--- src/hw/tpc_pkg.sv ---
// tpc_pkg: object indices, field positions and reset values of the touch-probe capture block
package tpc_pkg;

  // object indices of the process-data objects
  localparam logic [15:0] TPC_IDX_FUNC     = 16'h60B8;
  localparam logic [15:0] TPC_IDX_STATUS   = 16'h60B9;
  localparam logic [15:0] TPC_IDX_P1_RISE  = 16'h60BA;
  localparam logic [15:0] TPC_IDX_P1_FALL  = 16'h60BB;
  localparam logic [15:0] TPC_IDX_P2_RISE  = 16'h60BC;
  localparam logic [15:0] TPC_IDX_P2_FALL  = 16'h60BD;

  localparam int          TPC_WORD_W       = 16;
  localparam int          TPC_OBJ_W        = 32;
  localparam int          TPC_NUM_CH       = 2;
  localparam logic [15:0] TPC_FUNC_RESET   = 16'h0033;

  // each channel owns one byte of the function and status words
  localparam int          TPC_CH_STRIDE    = 8;

  // function word bits within a channel byte
  localparam int          TPC_FN_ENABLE    = 0;
  localparam int          TPC_FN_CONT      = 1;
  localparam int          TPC_FN_INDEX_SRC = 2;
  localparam int          TPC_FN_RISE_EN   = 4;
  localparam int          TPC_FN_FALL_EN   = 5;

  // status word bits within a channel byte
  localparam int          TPC_ST_ENABLED   = 0;
  localparam int          TPC_ST_RISE_HELD = 1;
  localparam int          TPC_ST_FALL_HELD = 2;
  localparam int          TPC_ST_RISE_TGL  = 6;
  localparam int          TPC_ST_FALL_TGL  = 7;

  // edge slots inside a channel
  localparam int          TPC_EDGE_RISE    = 0;
  localparam int          TPC_EDGE_FALL    = 1;

  typedef enum logic [2:0] {
    TPC_OBJ_FUNC,
    TPC_OBJ_STATUS,
    TPC_OBJ_P1_RISE,
    TPC_OBJ_P1_FALL,
    TPC_OBJ_P2_RISE,
    TPC_OBJ_P2_FALL,
    TPC_OBJ_NONE
  } tpc_obj_t;

endpackage : tpc_pkg

--- src/hw/tpc_chan_if.sv ---
// tpc_chan_if: control and capture results between the top and one probe channel
`timescale 1ns/100ps
interface tpc_chan_if #(
  parameter int W = 32
);
  logic         enable;
  logic         cont;
  logic         rise_en;
  logic         fall_en;
  logic         rise_evt;
  logic         fall_evt;
  logic [W-1:0] position;
  logic [W-1:0] rise_pos;
  logic [W-1:0] fall_pos;
  logic         rise_held;
  logic         fall_held;
  logic         rise_tgl;
  logic         fall_tgl;

  modport ctl (
    output enable, cont, rise_en, fall_en, rise_evt, fall_evt, position,
    input  rise_pos, fall_pos, rise_held, fall_held, rise_tgl, fall_tgl
  );

  modport cap (
    input  enable, cont, rise_en, fall_en, rise_evt, fall_evt, position,
    output rise_pos, fall_pos, rise_held, fall_held, rise_tgl, fall_tgl
  );
endinterface : tpc_chan_if

--- src/hw/tpc_channel.sv ---
// tpc_channel: per-channel edge capture, held flags, update toggles and single-shot arming
`timescale 1ns/100ps
module tpc_channel
  import tpc_pkg::*;
#(
  parameter int W = 32
)(
  input  wire logic  core_clk,  // control clock
  input  wire logic  sys_rst,   // sync reset, high
  tpc_chan_if.cap    ch         // channel control and results
);

  logic [1:0]   edge_en;
  logic [1:0]   edge_evt;
  logic [1:0]   take;
  logic [1:0]   shot_done_reg;
  logic [1:0]   held_reg;
  logic [1:0]   tgl_reg;
  logic [W-1:0] val_reg [2];

  if (W < 1)
  begin : g_bad_w
    $error("tpc_channel: W must be at least 1");
  end

  assign edge_en[TPC_EDGE_RISE]  = ch.rise_en;
  assign edge_en[TPC_EDGE_FALL]  = ch.fall_en;
  assign edge_evt[TPC_EDGE_RISE] = ch.rise_evt;
  assign edge_evt[TPC_EDGE_FALL] = ch.fall_evt;

  genvar e;
  generate
    for (e = 0; e < 2; e++)
    begin : g_edge
      // a disabled channel or edge never captures; single mode fires once per arming
      assign take[e] = ch.enable & edge_en[e] & edge_evt[e] & (ch.cont | ~shot_done_reg[e]);

      always_ff @(posedge core_clk)
      begin
        if (sys_rst)
          shot_done_reg[e] <= 1'b0;
        else if (!edge_en[e])
          shot_done_reg[e] <= 1'b0;
        else if (take[e] && !ch.cont)
          shot_done_reg[e] <= 1'b1;
      end

      // capture wins over the clear; both cannot coincide since take needs the edge enable
      always_ff @(posedge core_clk)
      begin
        if (sys_rst)
          held_reg[e] <= 1'b0;
        else if (take[e])
          held_reg[e] <= 1'b1;
        else if (!edge_en[e])
          held_reg[e] <= 1'b0;
      end

      // toggle survives re-arming so the master never misses a flip
      always_ff @(posedge core_clk)
      begin
        if (sys_rst)
          tgl_reg[e] <= 1'b0;
        else if (take[e])
          tgl_reg[e] <= ~tgl_reg[e];
      end

      always_ff @(posedge core_clk)
      begin
        if (sys_rst)
          val_reg[e] <= '0;
        else if (take[e])
          val_reg[e] <= ch.position;
      end
    end
  endgenerate

  assign ch.rise_pos  = val_reg[TPC_EDGE_RISE];
  assign ch.fall_pos  = val_reg[TPC_EDGE_FALL];
  assign ch.rise_held = held_reg[TPC_EDGE_RISE];
  assign ch.fall_held = held_reg[TPC_EDGE_FALL];
  assign ch.rise_tgl  = tgl_reg[TPC_EDGE_RISE];
  assign ch.fall_tgl  = tgl_reg[TPC_EDGE_FALL];

endmodule : tpc_channel

--- src/hw/tpc_top.sv ---
// tpc_top: two-channel touch-probe position capture with function/status words and object access
`timescale 1ns/100ps

// How it works
// - function bit 0 turns probe channel 1 on; off means no capture.
// - function bit 1 picks single (0) or continuous (1) triggering for channel 1.
// - function bit 2 picks probe 1 input (0) or encoder index (1) as source.
// - function bit 4 latches position on each rising edge of channel 1 source.
// - function bit 5 latches position on each falling edge of channel 1 source.
// - channel 2 uses bits 8, 9, 10, 12, 13 the same way.
// - 16-bit function word is writable and resets to 0x0033.
// - status bit 0 and bit 8 show channel 1 and 2 enabled.
// - status bits 1 and 2 show channel 1 rising and falling value stored.
// - status bits 9 and 10 show channel 2 rising and falling value stored.
// - status bits 6 and 7 flip on each channel 1 rising and falling update.
// - status bits 14 and 15 flip on each channel 2 rising and falling update.
// - continuous mode flips the toggle on every capture; master compares toggles.
// - clearing edge enables 4, 5, 12, 13 clears the matching stored flags.
// - channel 1 rising capture is a read-only signed 32-bit user-unit value.
// - channel 1 falling capture sits in its own read-only value.
// - channel 2 rising and falling captures sit in two read-only values.
module tpc_top
  import tpc_pkg::*;
#(
  parameter int POS_W = 32
)(
  input  wire logic                 core_clk,                // control clock, 40 MHz
  input  wire logic                 sys_rst,                 // sync reset, high
  input  wire logic [1:0]           probe_in,                // touch-probe inputs, bit n is probe n+1
  input  wire logic                 index_pulse,             // encoder index pulse
  input  wire logic [POS_W-1:0]     user_position_unit,      // actual position, signed user units
  input  wire logic                 obj_wr,                  // object write strobe
  input  wire logic                 obj_rd,                  // object read strobe
  input  wire logic [15:0]          obj_idx,                 // object index
  input  wire logic [TPC_OBJ_W-1:0] obj_wdata,               // write data, low 16 bits used
  output logic      [TPC_OBJ_W-1:0] obj_rdata,               // read data
  output logic                      obj_ack,                 // access done, one cycle
  output logic                      obj_err,                 // access refused, with ack
  output logic      [15:0]          probe_function_control,  // function word, mapped
  output logic      [15:0]          probe_capture_status,    // status word, mapped
  output logic      [POS_W-1:0]     probe1_rising_position,  // channel 1 rising capture
  output logic      [POS_W-1:0]     probe1_falling_position, // channel 1 falling capture
  output logic      [POS_W-1:0]     probe2_rising_position,  // channel 2 rising capture
  output logic      [POS_W-1:0]     probe2_falling_position  // channel 2 falling capture
);
  import tpc_pkg::*;

  if (POS_W < 1 || POS_W > TPC_OBJ_W)
  begin : g_bad_pos_w
    $error("tpc_top: POS_W must lie in 1..32");
  end

  function automatic tpc_obj_t obj_decode(input logic [15:0] idx);
    case (idx)
      TPC_IDX_FUNC:    obj_decode = TPC_OBJ_FUNC;
      TPC_IDX_STATUS:  obj_decode = TPC_OBJ_STATUS;
      TPC_IDX_P1_RISE: obj_decode = TPC_OBJ_P1_RISE;
      TPC_IDX_P1_FALL: obj_decode = TPC_OBJ_P1_FALL;
      TPC_IDX_P2_RISE: obj_decode = TPC_OBJ_P2_RISE;
      TPC_IDX_P2_FALL: obj_decode = TPC_OBJ_P2_FALL;
      default:         obj_decode = TPC_OBJ_NONE;
    endcase
  endfunction : obj_decode

  // widen a capture to the object width with sign extension
  function automatic logic [TPC_OBJ_W-1:0] sext(input logic [POS_W-1:0] v);
    logic [TPC_OBJ_W-1:0] r;
    r = {TPC_OBJ_W{v[POS_W-1]}};
    r[POS_W-1:0] = v;
    sext = r;
  endfunction : sext

  logic [15:0]          func_reg;
  logic [15:0]          status_word;
  logic [1:0]           probe_prev_reg;
  logic                 index_prev_reg;
  logic [1:0]           src_prev_reg;
  logic                 wr_hit;
  tpc_obj_t             rd_obj;
  tpc_obj_t             wr_obj;
  logic [TPC_OBJ_W-1:0] rdata_next;
  logic [TPC_OBJ_W-1:0] rdata_reg;
  logic                 ack_reg;
  logic                 err_reg;
  logic [POS_W-1:0]     rise_pos_w [TPC_NUM_CH];
  logic [POS_W-1:0]     fall_pos_w [TPC_NUM_CH];

  assign rd_obj = obj_decode(obj_idx);
  assign wr_obj = obj_decode(obj_idx);
  // only the function word accepts writes; a write clashing with a read is refused
  assign wr_hit = obj_wr && !obj_rd && (wr_obj == TPC_OBJ_FUNC);

  // all 16 bits are stored and read back; reserved ones steer nothing
  always_ff @(posedge core_clk)
  begin
    if (sys_rst)
      func_reg <= TPC_FUNC_RESET;
    else if (wr_hit)
      func_reg <= obj_wdata[15:0];
  end

  always_ff @(posedge core_clk)
  begin
    if (sys_rst)
    begin
      probe_prev_reg <= 2'h0;
      index_prev_reg <= 1'b0;
    end
    else
    begin
      probe_prev_reg <= probe_in;
      index_prev_reg <= index_pulse;
    end
  end

  // remember which source each channel used, so a source switch is not an edge
  always_ff @(posedge core_clk)
  begin
    if (sys_rst)
      src_prev_reg <= 2'h0;
    else
    begin
      src_prev_reg[0] <= func_reg[TPC_FN_INDEX_SRC];
      src_prev_reg[1] <= func_reg[TPC_CH_STRIDE + TPC_FN_INDEX_SRC];
    end
  end

  genvar c;
  generate
    for (c = 0; c < TPC_NUM_CH; c++)
    begin : g_ch
      localparam int B = c * TPC_CH_STRIDE;
      logic src_sel;
      logic cur_lvl;
      logic old_lvl;
      logic src_stable;

      tpc_chan_if #(.W(POS_W)) chan ();

      assign src_sel    = func_reg[B + TPC_FN_INDEX_SRC];
      assign cur_lvl    = src_sel ? index_pulse : probe_in[c];
      assign old_lvl    = src_sel ? index_prev_reg : probe_prev_reg[c];
      assign src_stable = (src_prev_reg[c] == src_sel);

      assign chan.enable   = func_reg[B + TPC_FN_ENABLE];
      assign chan.cont     = func_reg[B + TPC_FN_CONT];
      assign chan.rise_en  = func_reg[B + TPC_FN_RISE_EN];
      assign chan.fall_en  = func_reg[B + TPC_FN_FALL_EN];
      assign chan.rise_evt = src_stable & cur_lvl & ~old_lvl;
      assign chan.fall_evt = src_stable & ~cur_lvl & old_lvl;
      assign chan.position = user_position_unit;

      tpc_channel #(.W(POS_W)) u_channel (
        .core_clk (core_clk),
        .sys_rst  (sys_rst),
        .ch       (chan.cap)
      );

      assign rise_pos_w[c] = chan.rise_pos;
      assign fall_pos_w[c] = chan.fall_pos;

      // status byte of this channel; unlisted bits stay zero
      assign status_word[B + TPC_ST_ENABLED]   = func_reg[B + TPC_FN_ENABLE];
      assign status_word[B + TPC_ST_RISE_HELD] = chan.rise_held;
      assign status_word[B + TPC_ST_FALL_HELD] = chan.fall_held;
      assign status_word[B + 5:B + 3]          = 3'h0;
      assign status_word[B + TPC_ST_RISE_TGL]  = chan.rise_tgl;
      assign status_word[B + TPC_ST_FALL_TGL]  = chan.fall_tgl;
    end
  endgenerate

  always_comb
  begin
    rdata_next = '0;
    case (rd_obj)
      TPC_OBJ_FUNC:    rdata_next = {16'h0000, func_reg};
      TPC_OBJ_STATUS:  rdata_next = {16'h0000, status_word};
      TPC_OBJ_P1_RISE: rdata_next = sext(rise_pos_w[0]);
      TPC_OBJ_P1_FALL: rdata_next = sext(fall_pos_w[0]);
      TPC_OBJ_P2_RISE: rdata_next = sext(rise_pos_w[1]);
      TPC_OBJ_P2_FALL: rdata_next = sext(fall_pos_w[1]);
      default:         rdata_next = '0;
    endcase
  end

  // answer one cycle after the strobe; unmapped or read-only writes are refused
  always_ff @(posedge core_clk)
  begin
    if (sys_rst)
    begin
      rdata_reg <= '0;
      ack_reg   <= 1'b0;
      err_reg   <= 1'b0;
    end
    else
    begin
      ack_reg <= obj_rd | obj_wr;
      if (obj_rd && obj_wr)
        err_reg <= 1'b1;
      else if (obj_rd)
        err_reg <= (rd_obj == TPC_OBJ_NONE);
      else if (obj_wr)
        err_reg <= !wr_hit;
      else
        err_reg <= 1'b0;
      if (obj_rd && !obj_wr)
        rdata_reg <= rdata_next;
    end
  end

  assign obj_rdata               = rdata_reg;
  assign obj_ack                 = ack_reg;
  assign obj_err                 = err_reg;
  assign probe_function_control  = func_reg;
  assign probe_capture_status    = status_word;
  assign probe1_rising_position  = rise_pos_w[0];
  assign probe1_falling_position = fall_pos_w[0];
  assign probe2_rising_position  = rise_pos_w[1];
  assign probe2_falling_position = fall_pos_w[1];

endmodule : tpc_top

--- config.mk ---
export PLATFORM = sky130hd
export DESIGN_NAME = tpc_top
export DESIGN_NICKNAME = d
export VERILOG_FILES = /design/src/hw/tpc_pkg.sv /design/src/hw/tpc_chan_if.sv /design/src/hw/tpc_channel.sv /design/src/hw/tpc_top.sv
export SDC_FILE = /design/constraint.sdc
export NUM_CORES = 1
export LEC_CHECK = 0
export BUFFER_PORTS_ARGS = -buffer_cell sky130_fd_sc_hd__buf_2
export CAP_MARGIN = 15
export CORE_UTILIZATION = 29
export DETAILED_ROUTE_END_ITERATION = 6
export GPL_TIMING_DRIVEN = 0
export SLEW_MARGIN = 20
export SYNTH_ARGS = -nofsm -noshare
export SYNTH_HDL_FRONTEND = slang
export SYNTH_SLANG_ARGS = --single-unit
--- constraint.sdc ---
create_clock -name core_clk -period 8.5 [get_ports core_clk]
set_input_delay 1.275 -clock core_clk [delete_from_list [all_inputs] [get_ports core_clk]]
set_output_delay 1.275 -clock core_clk [all_outputs]
set_load 0.1 [all_outputs]
== After elaboration in Yosys (flattened, before gate mapping) ==
Memories as Yosys holds them, arrays and structs flattened.
Index checks and enable logic that the tools add are counted.

* Bits in registers: 67
* Bits in writable memories: 128
* Input port bits: 87
* Memories kept: 2

{| class="wikitable"
|+ Memories
! memory !! depth !! width !! read ports !! clocked after memory_dff !! wr ports !! RTL line !! text
|-
| g_ch[0].u_channel.val_reg || 2 || 32 || 2 || 0 || 2 || tpc_channel.sv:19 || <nowiki>logic [W-1:0] val_reg [2];</nowiki>
|-
| g_ch[1].u_channel.val_reg || 2 || 32 || 2 || 0 || 2 || tpc_channel.sv:19 ||
|}

* Eq/ne operators: 18
* Mux-type cells: 35
* Bitwise gates (word level): 45
* Reduce and logical (&&, ||, !) cells: 18

{| class="wikitable"
|+ Operators by type and width
! operator !! count
|-
| case mux 32 bit (6 select lines) || 1
|-
| 2-to-1 mux 32 bit || 4
|-
| equality test 16 x 15 -> 1 bit (second input constant) || 6
|-
| 2-to-1 mux 1 bit || 29
|-
| bitwise AND 1 bit || 20
|-
| case mux 3 bit (6 select lines) || 1
|-
| inverter 1 bit || 16
|-
| equality test 3 bit (second input constant) || 3
|-
| OR 1 bit || 9
|-
| logical AND 1 bit || 8
|-
| inequality test 2 x 1 -> 1 bit (second input constant) || 4
|-
| OR reduction 2 bit || 4
|-
| equality test 3 x 2 -> 1 bit (second input constant) || 2
|-
| zero test 1 bit || 5
|-
| equality test 3 x 1 -> 1 bit (second input constant) || 1
|-
| zero test 3 bit || 1
|-
| equality test 1 bit || 2
|}

== Depth between registers and ports, before layout ==
* Word-level depth: 10
* Mapped depth: 10
* Mapped depth without buffers: 9

== Modules after synthesis ==
Synthesis repeated with hierarchy kept, for this count alone.

* Cell total of the unflattened synthesis: 704
* Area, all modules: 8609.5 sq um

{| class="wikitable"
|+ By module, submodules not included
! module !! instances !! cells each !! area an instance (sq um) !! sequential area each (sq um)
|-
| tpc_channel || 2 || 168 || 2683.8 || 2042.0
|-
| tpc_top || 1 || 368 || 3241.9 || 1101.1
|}

== Worst setup path after synthesis ==
No wires, ideal clock.

* Path type: input-to-reg
* From: input port probe_in[0]
* To: memory g_ch[0].u_channel.val_reg[1][0], enable pin
* Data arrival time: 3.943 ns
* Data required time: 8.034 ns
* Setup slack: 4.092 ns
* Stages: 3
* Buffers on the path: 0
* Cells stage by stage: nor4b_1 a31oi_1 o21ai_0

{| class="wikitable"
|+ RTL lines
! item !! RTL line !! text
|-
| from (decl) || tpc_top.sv:29 || <nowiki>input wire logic [1:0] probe_in,</nowiki>
|-
| to (decl) || tpc_channel.sv:19 ||
|}

== Worst setup path after layout ==
* From: input port obj_idx[11]
* To: register rdata_reg[25] (netlist: obj_rdata[25])

* Cells in the longest elaborated chain, start to end: 4
* Elaborated cells between the ends (all ways): 14

{| class="wikitable"
|+ Ends and longest elaborated chain
! item !! RTL line !! text
|-
| from (decl) || tpc_top.sv:34 || <nowiki>input wire logic [15:0] obj_idx,</nowiki>
|-
| equality test 16 x 15 -> 1 bit || tpc_top.sv:54 || <nowiki>case (idx)</nowiki>
|-
| case mux 3 bit (6 select lines) (*) || tpc_top.sv:54 ||
|-
| equality test 3 bit (tied with other cells) || tpc_top.sv:175 || <nowiki>case (rd_obj)</nowiki>
|-
| case mux 32 bit (6 select lines) (*) || tpc_top.sv:175 ||
|-
| to (signal assigned) || tpc_top.sv:207 || <nowiki>rdata_reg <= rdata_next;</nowiki>
|-
| to (decl) || tpc_top.sv:82 || <nowiki>logic [TPC_OBJ_W-1:0] rdata_reg;</nowiki>
|}

Every way passes the cells marked *; elsewhere a longest branch is shown, timed or not.
A chain may end at the register's enable or synchronous reset.

==> out/metrics.csv <==
metric,value,unit
synthesized instance count,770,
list of cells traversed by the critical path,buf_2 -> nor4b_4 -> and3_4 -> nand3_1 -> ha_1 -> nor4b_1 -> nand4_1 -> nor2_1 -> buf_2 -> nand2_1 -> a31oi_1,
Slew Limit Headroom,31.9,%
final critical-path setup slack,4.29,ns
number of unique standard cell types used by synthesis,50,
final worst path period need,4.21,ns
die area,31500,um^2
Post-Place Setup Slack,3.81,ns
share of synthesized flip-flops with an asynchronous set or reset,0,%
Post-synth top flop,sky130_fd_sc_hd__edfxtp_1,
family with the most delay on the worst path,simple AND/OR/NAND/NOR gates,
vias,7284,
Final Setup Violations,0,
setup repair after global routing missed its margin,no,
number of port buffers,257,
cell accounting for the most synthesized area,sky130_fd_sc_hd__edfxtp_1,
Crit path buffers/inverters,2,
register bit count reported by yosys,195,
Max clock buf depth,2,
Final Core Density,38.5,%
placeable core region,30000,um^2
Iter 0 DRT Violations,604,
Num Clock Sinks,195,
layout cell share with drive strength beyond 1,37.7,%
wire length of the first global-routing pass,45400,um
initial cell density of the core,29.8,%
post-CTS repair timing setup buffer count,0,
detailed-router iteration count before antenna repair,5,
vias in the first global route,6879,
cell types with the largest area share after synthesis,"sky130_fd_sc_hd__edfxtp_1, sky130_fd_sc_hd__dfxtp_1, sky130_fd_sc_hd__and3_1",
Post-CTS Resized,0,
share of Yosys cell area claimed by the top area cell type,43.1,%
crit start category,input port,
achievable clock frequency,0.238,GHz
cell mode on critical path,sky130_fd_sc_hd__buf_2,
share of synthesized area occupied by flip-flops and latches,58.1,%
Tightest Pin Transition,1.01,ns
data arrival time at the worst-slack endpoint,4.57,ns
final hold vios,0,
post-synthesis area per instance,11.6,um^2
area used by sequential logic in the layout,5180,um^2
Clock Pin Slew Worst Setup and Hold Paths,0.07,ns
Hold Buf Count CTS,0,
total number of H-tree levels,4,
max_cap viols,0,
status,completed,
residual antenna-violating net count after detailed routing,0,
Synth Cell Area,8930,um^2
fraction of the cycle the final worst path needs,49.5,%
signed area change from the synthesized netlist to the final layout,29.3,%
worst-case vdd ir drop,0.128,mV
Die Width,177,um
overall track demand over capacity in global routing,20.3,%
clock network latency to the later pin of the worst-skew pair,0.44,ns
num rows,63,
final count of pins violating max slew,0,
setup total negative slack,0,ns
worst clock skew on the final layout,0.0135,ns
vias per inst,4.98,
total wire length,32100,um
Hold/Removal Path Class,flop to flop,
total global routing overflow,0,
CP max stage cell,sky130_fd_sc_hd__nor2_1,
ports placed on the boundary,281,
routed length per placed instance,22.0,um
final weighted congestion in routability-driven placement,0.806,
area of combinational cells with multiple inputs,3330,um^2
worst setup path class,input port to flop,
final net count,1146,
number of CTS-inserted buffers,17,
critical path peak fanout,10,
max reg flops,128,
stage delay of the slowest cell on the critical path,0.72,ns
worst hold slack after final layout,0.461,ns
category of the worst setup path capture point,flop,
pin count of the biggest net entering global routing,21,
number of antenna violations at the first check in global routing,3,
clock tree from TritonCTS,yes,
number of synthesized flops with an enable pin,128,
final-layout fill cell count,3000,
leakage component of the power,5.14,nW
height of the chip,177,um
data required time of the worst path,8.86,ns
number of design rule violations left after detail routing,0,
placed wire-length estimate after detailed placement,24200,um
Synthesis Warnings,0,
clock tree root driver cell,sky130_fd_sc_hd__clkbuf_16,
total power divided by cell area,204,nW/um^2
## worst min-delay path: stages (launching register included)
cell and delay [ns]:
sky130_fd_sc_hd__dfxtp_1 0.31, sky130_fd_sc_hd__nand2_1 0.05, sky130_fd_sc_hd__a31oi_1 0.06
## path summary, 6_finish.rpt
| check | startpoint | end | slack [ns] | cells after the start |
|---|---|---|---|---|
| worst min-delay path | obj_rdata[18]$_SDFFE_PP0P_ | obj_rdata[18]$_SDFFE_PP0P_ | 0.46 | 2 |
| worst max-delay path | obj_idx[11] | obj_rdata[25]$_SDFFE_PP0P_ | 4.29 | 11 |
| worst max register to register | probe_function_control[10]$_SDFFE_PP0P_ | g_ch[1].u_channel.val_reg[1][6]$_SDFFCE_PN0P_ | 5.85 | 5 |
| worst min register to register | obj_rdata[18]$_SDFFE_PP0P_ | obj_rdata[18]$_SDFFE_PP0P_ | 0.46 | 2 |
## area by class of cell
cell class                      instances  area share [%]
Antenna cell                            2          0.0434
Buffer                                 82            3.86
Clock buffer                           22            4.11
Clock inverter                         10            1.05
Inverter                                9           0.293
Multi-Input combinational cell        489            28.8
Sequential cell                       195            44.9
Tap cell                              390            4.23
Timing Repair Buffer                  264            12.6
## cells in the mapped netlist, drive strengths merged, types with 2 or more instances
master  instances
a22oi           8
mux2i          30
nand3          18
a221oi          2
buf            39
edfxtp        128
clkbuf         43
a311oi          8
nor3b           3
o211ai          4
nor4            4
a211oi          8
inv             9
dfxtp          67
mux2           50
a21oi          24
nor2b           9
nor4b           6
o21ai          27
nor3            2
and3          130
nor2           52
a31oi          20
nand2          61
nand2b          2
xnor2           4
## layout by cell type, fill, tap and decap left out, drive strengths merged, types with 5 or more instances in the layout
| master | synthesis | routed |
|---|---|---|
| edfxtp | 128 | 128 |
| conb | 1 | 6 |
| clkinv | 0 | 5 |
| a22oi | 8 | 8 |
| nor2 | 52 | 52 |
| nor2b | 9 | 9 |
| mux2i | 30 | 30 |
| clkbuf | 43 | 65 |
| inv | 9 | 12 |
| nand2 | 61 | 61 |
| dfxtp | 67 | 67 |
| and3 | 130 | 130 |
| o21ai | 27 | 27 |
| mux2 | 50 | 50 |
| a21oi | 24 | 24 |
| a31oi | 20 | 20 |
| nand3 | 18 | 18 |
| a211oi | 8 | 8 |
| nor4b | 6 | 6 |
| buf | 39 | 303 |
| a311oi | 8 | 8 |
## routing by layer
metal  part of all wire (%)  vias up  GRT usage, %
li1                       -     3390             -
met1                     44     3570          26.9
met2                     47      290          32.4
met3                    6.9       34          4.80
met4                    2.0        0          6.55
met5                      0        -             0
## power by group
group          internal [W]  total, W  switching, W  leakage, nW
Clock              0.000461  0.000838      0.000376        0.293
Sequential          0.00104   0.00106     0.0000204         1.88
Combinational     0.0000835  0.000447      0.000363         2.96
## cells by family after synthesis
group | count (synthesis) | synth area share (%)
and+or+nand+nor | 294 | 18.1
DFF | 195 | 58.1
AOI/OAI and AO/OA | 104 | 8.23
buffers and inverters | 91 | 5.37
muxes | 80 | 9.67
xor gates and xnor gates | 4 | 0.392
adders and majority gates | 1 | 0.140
other | 1 | 0.0420
## stage by stage
stage / total power, W / area [um^2] / std cells
global placement: 0.00152 / 10700 / 1422
global route: 0.00241 / 11500 / 1462
CTS: 0.00236 / 11500 / 1461
floorplan: 0.00142 / 8940 / 775
finish: 0.00235 / 11500 / 1463
detailed placement: 0.00153 / 10900 / 1429
Power figures use the tool's default switching activity.
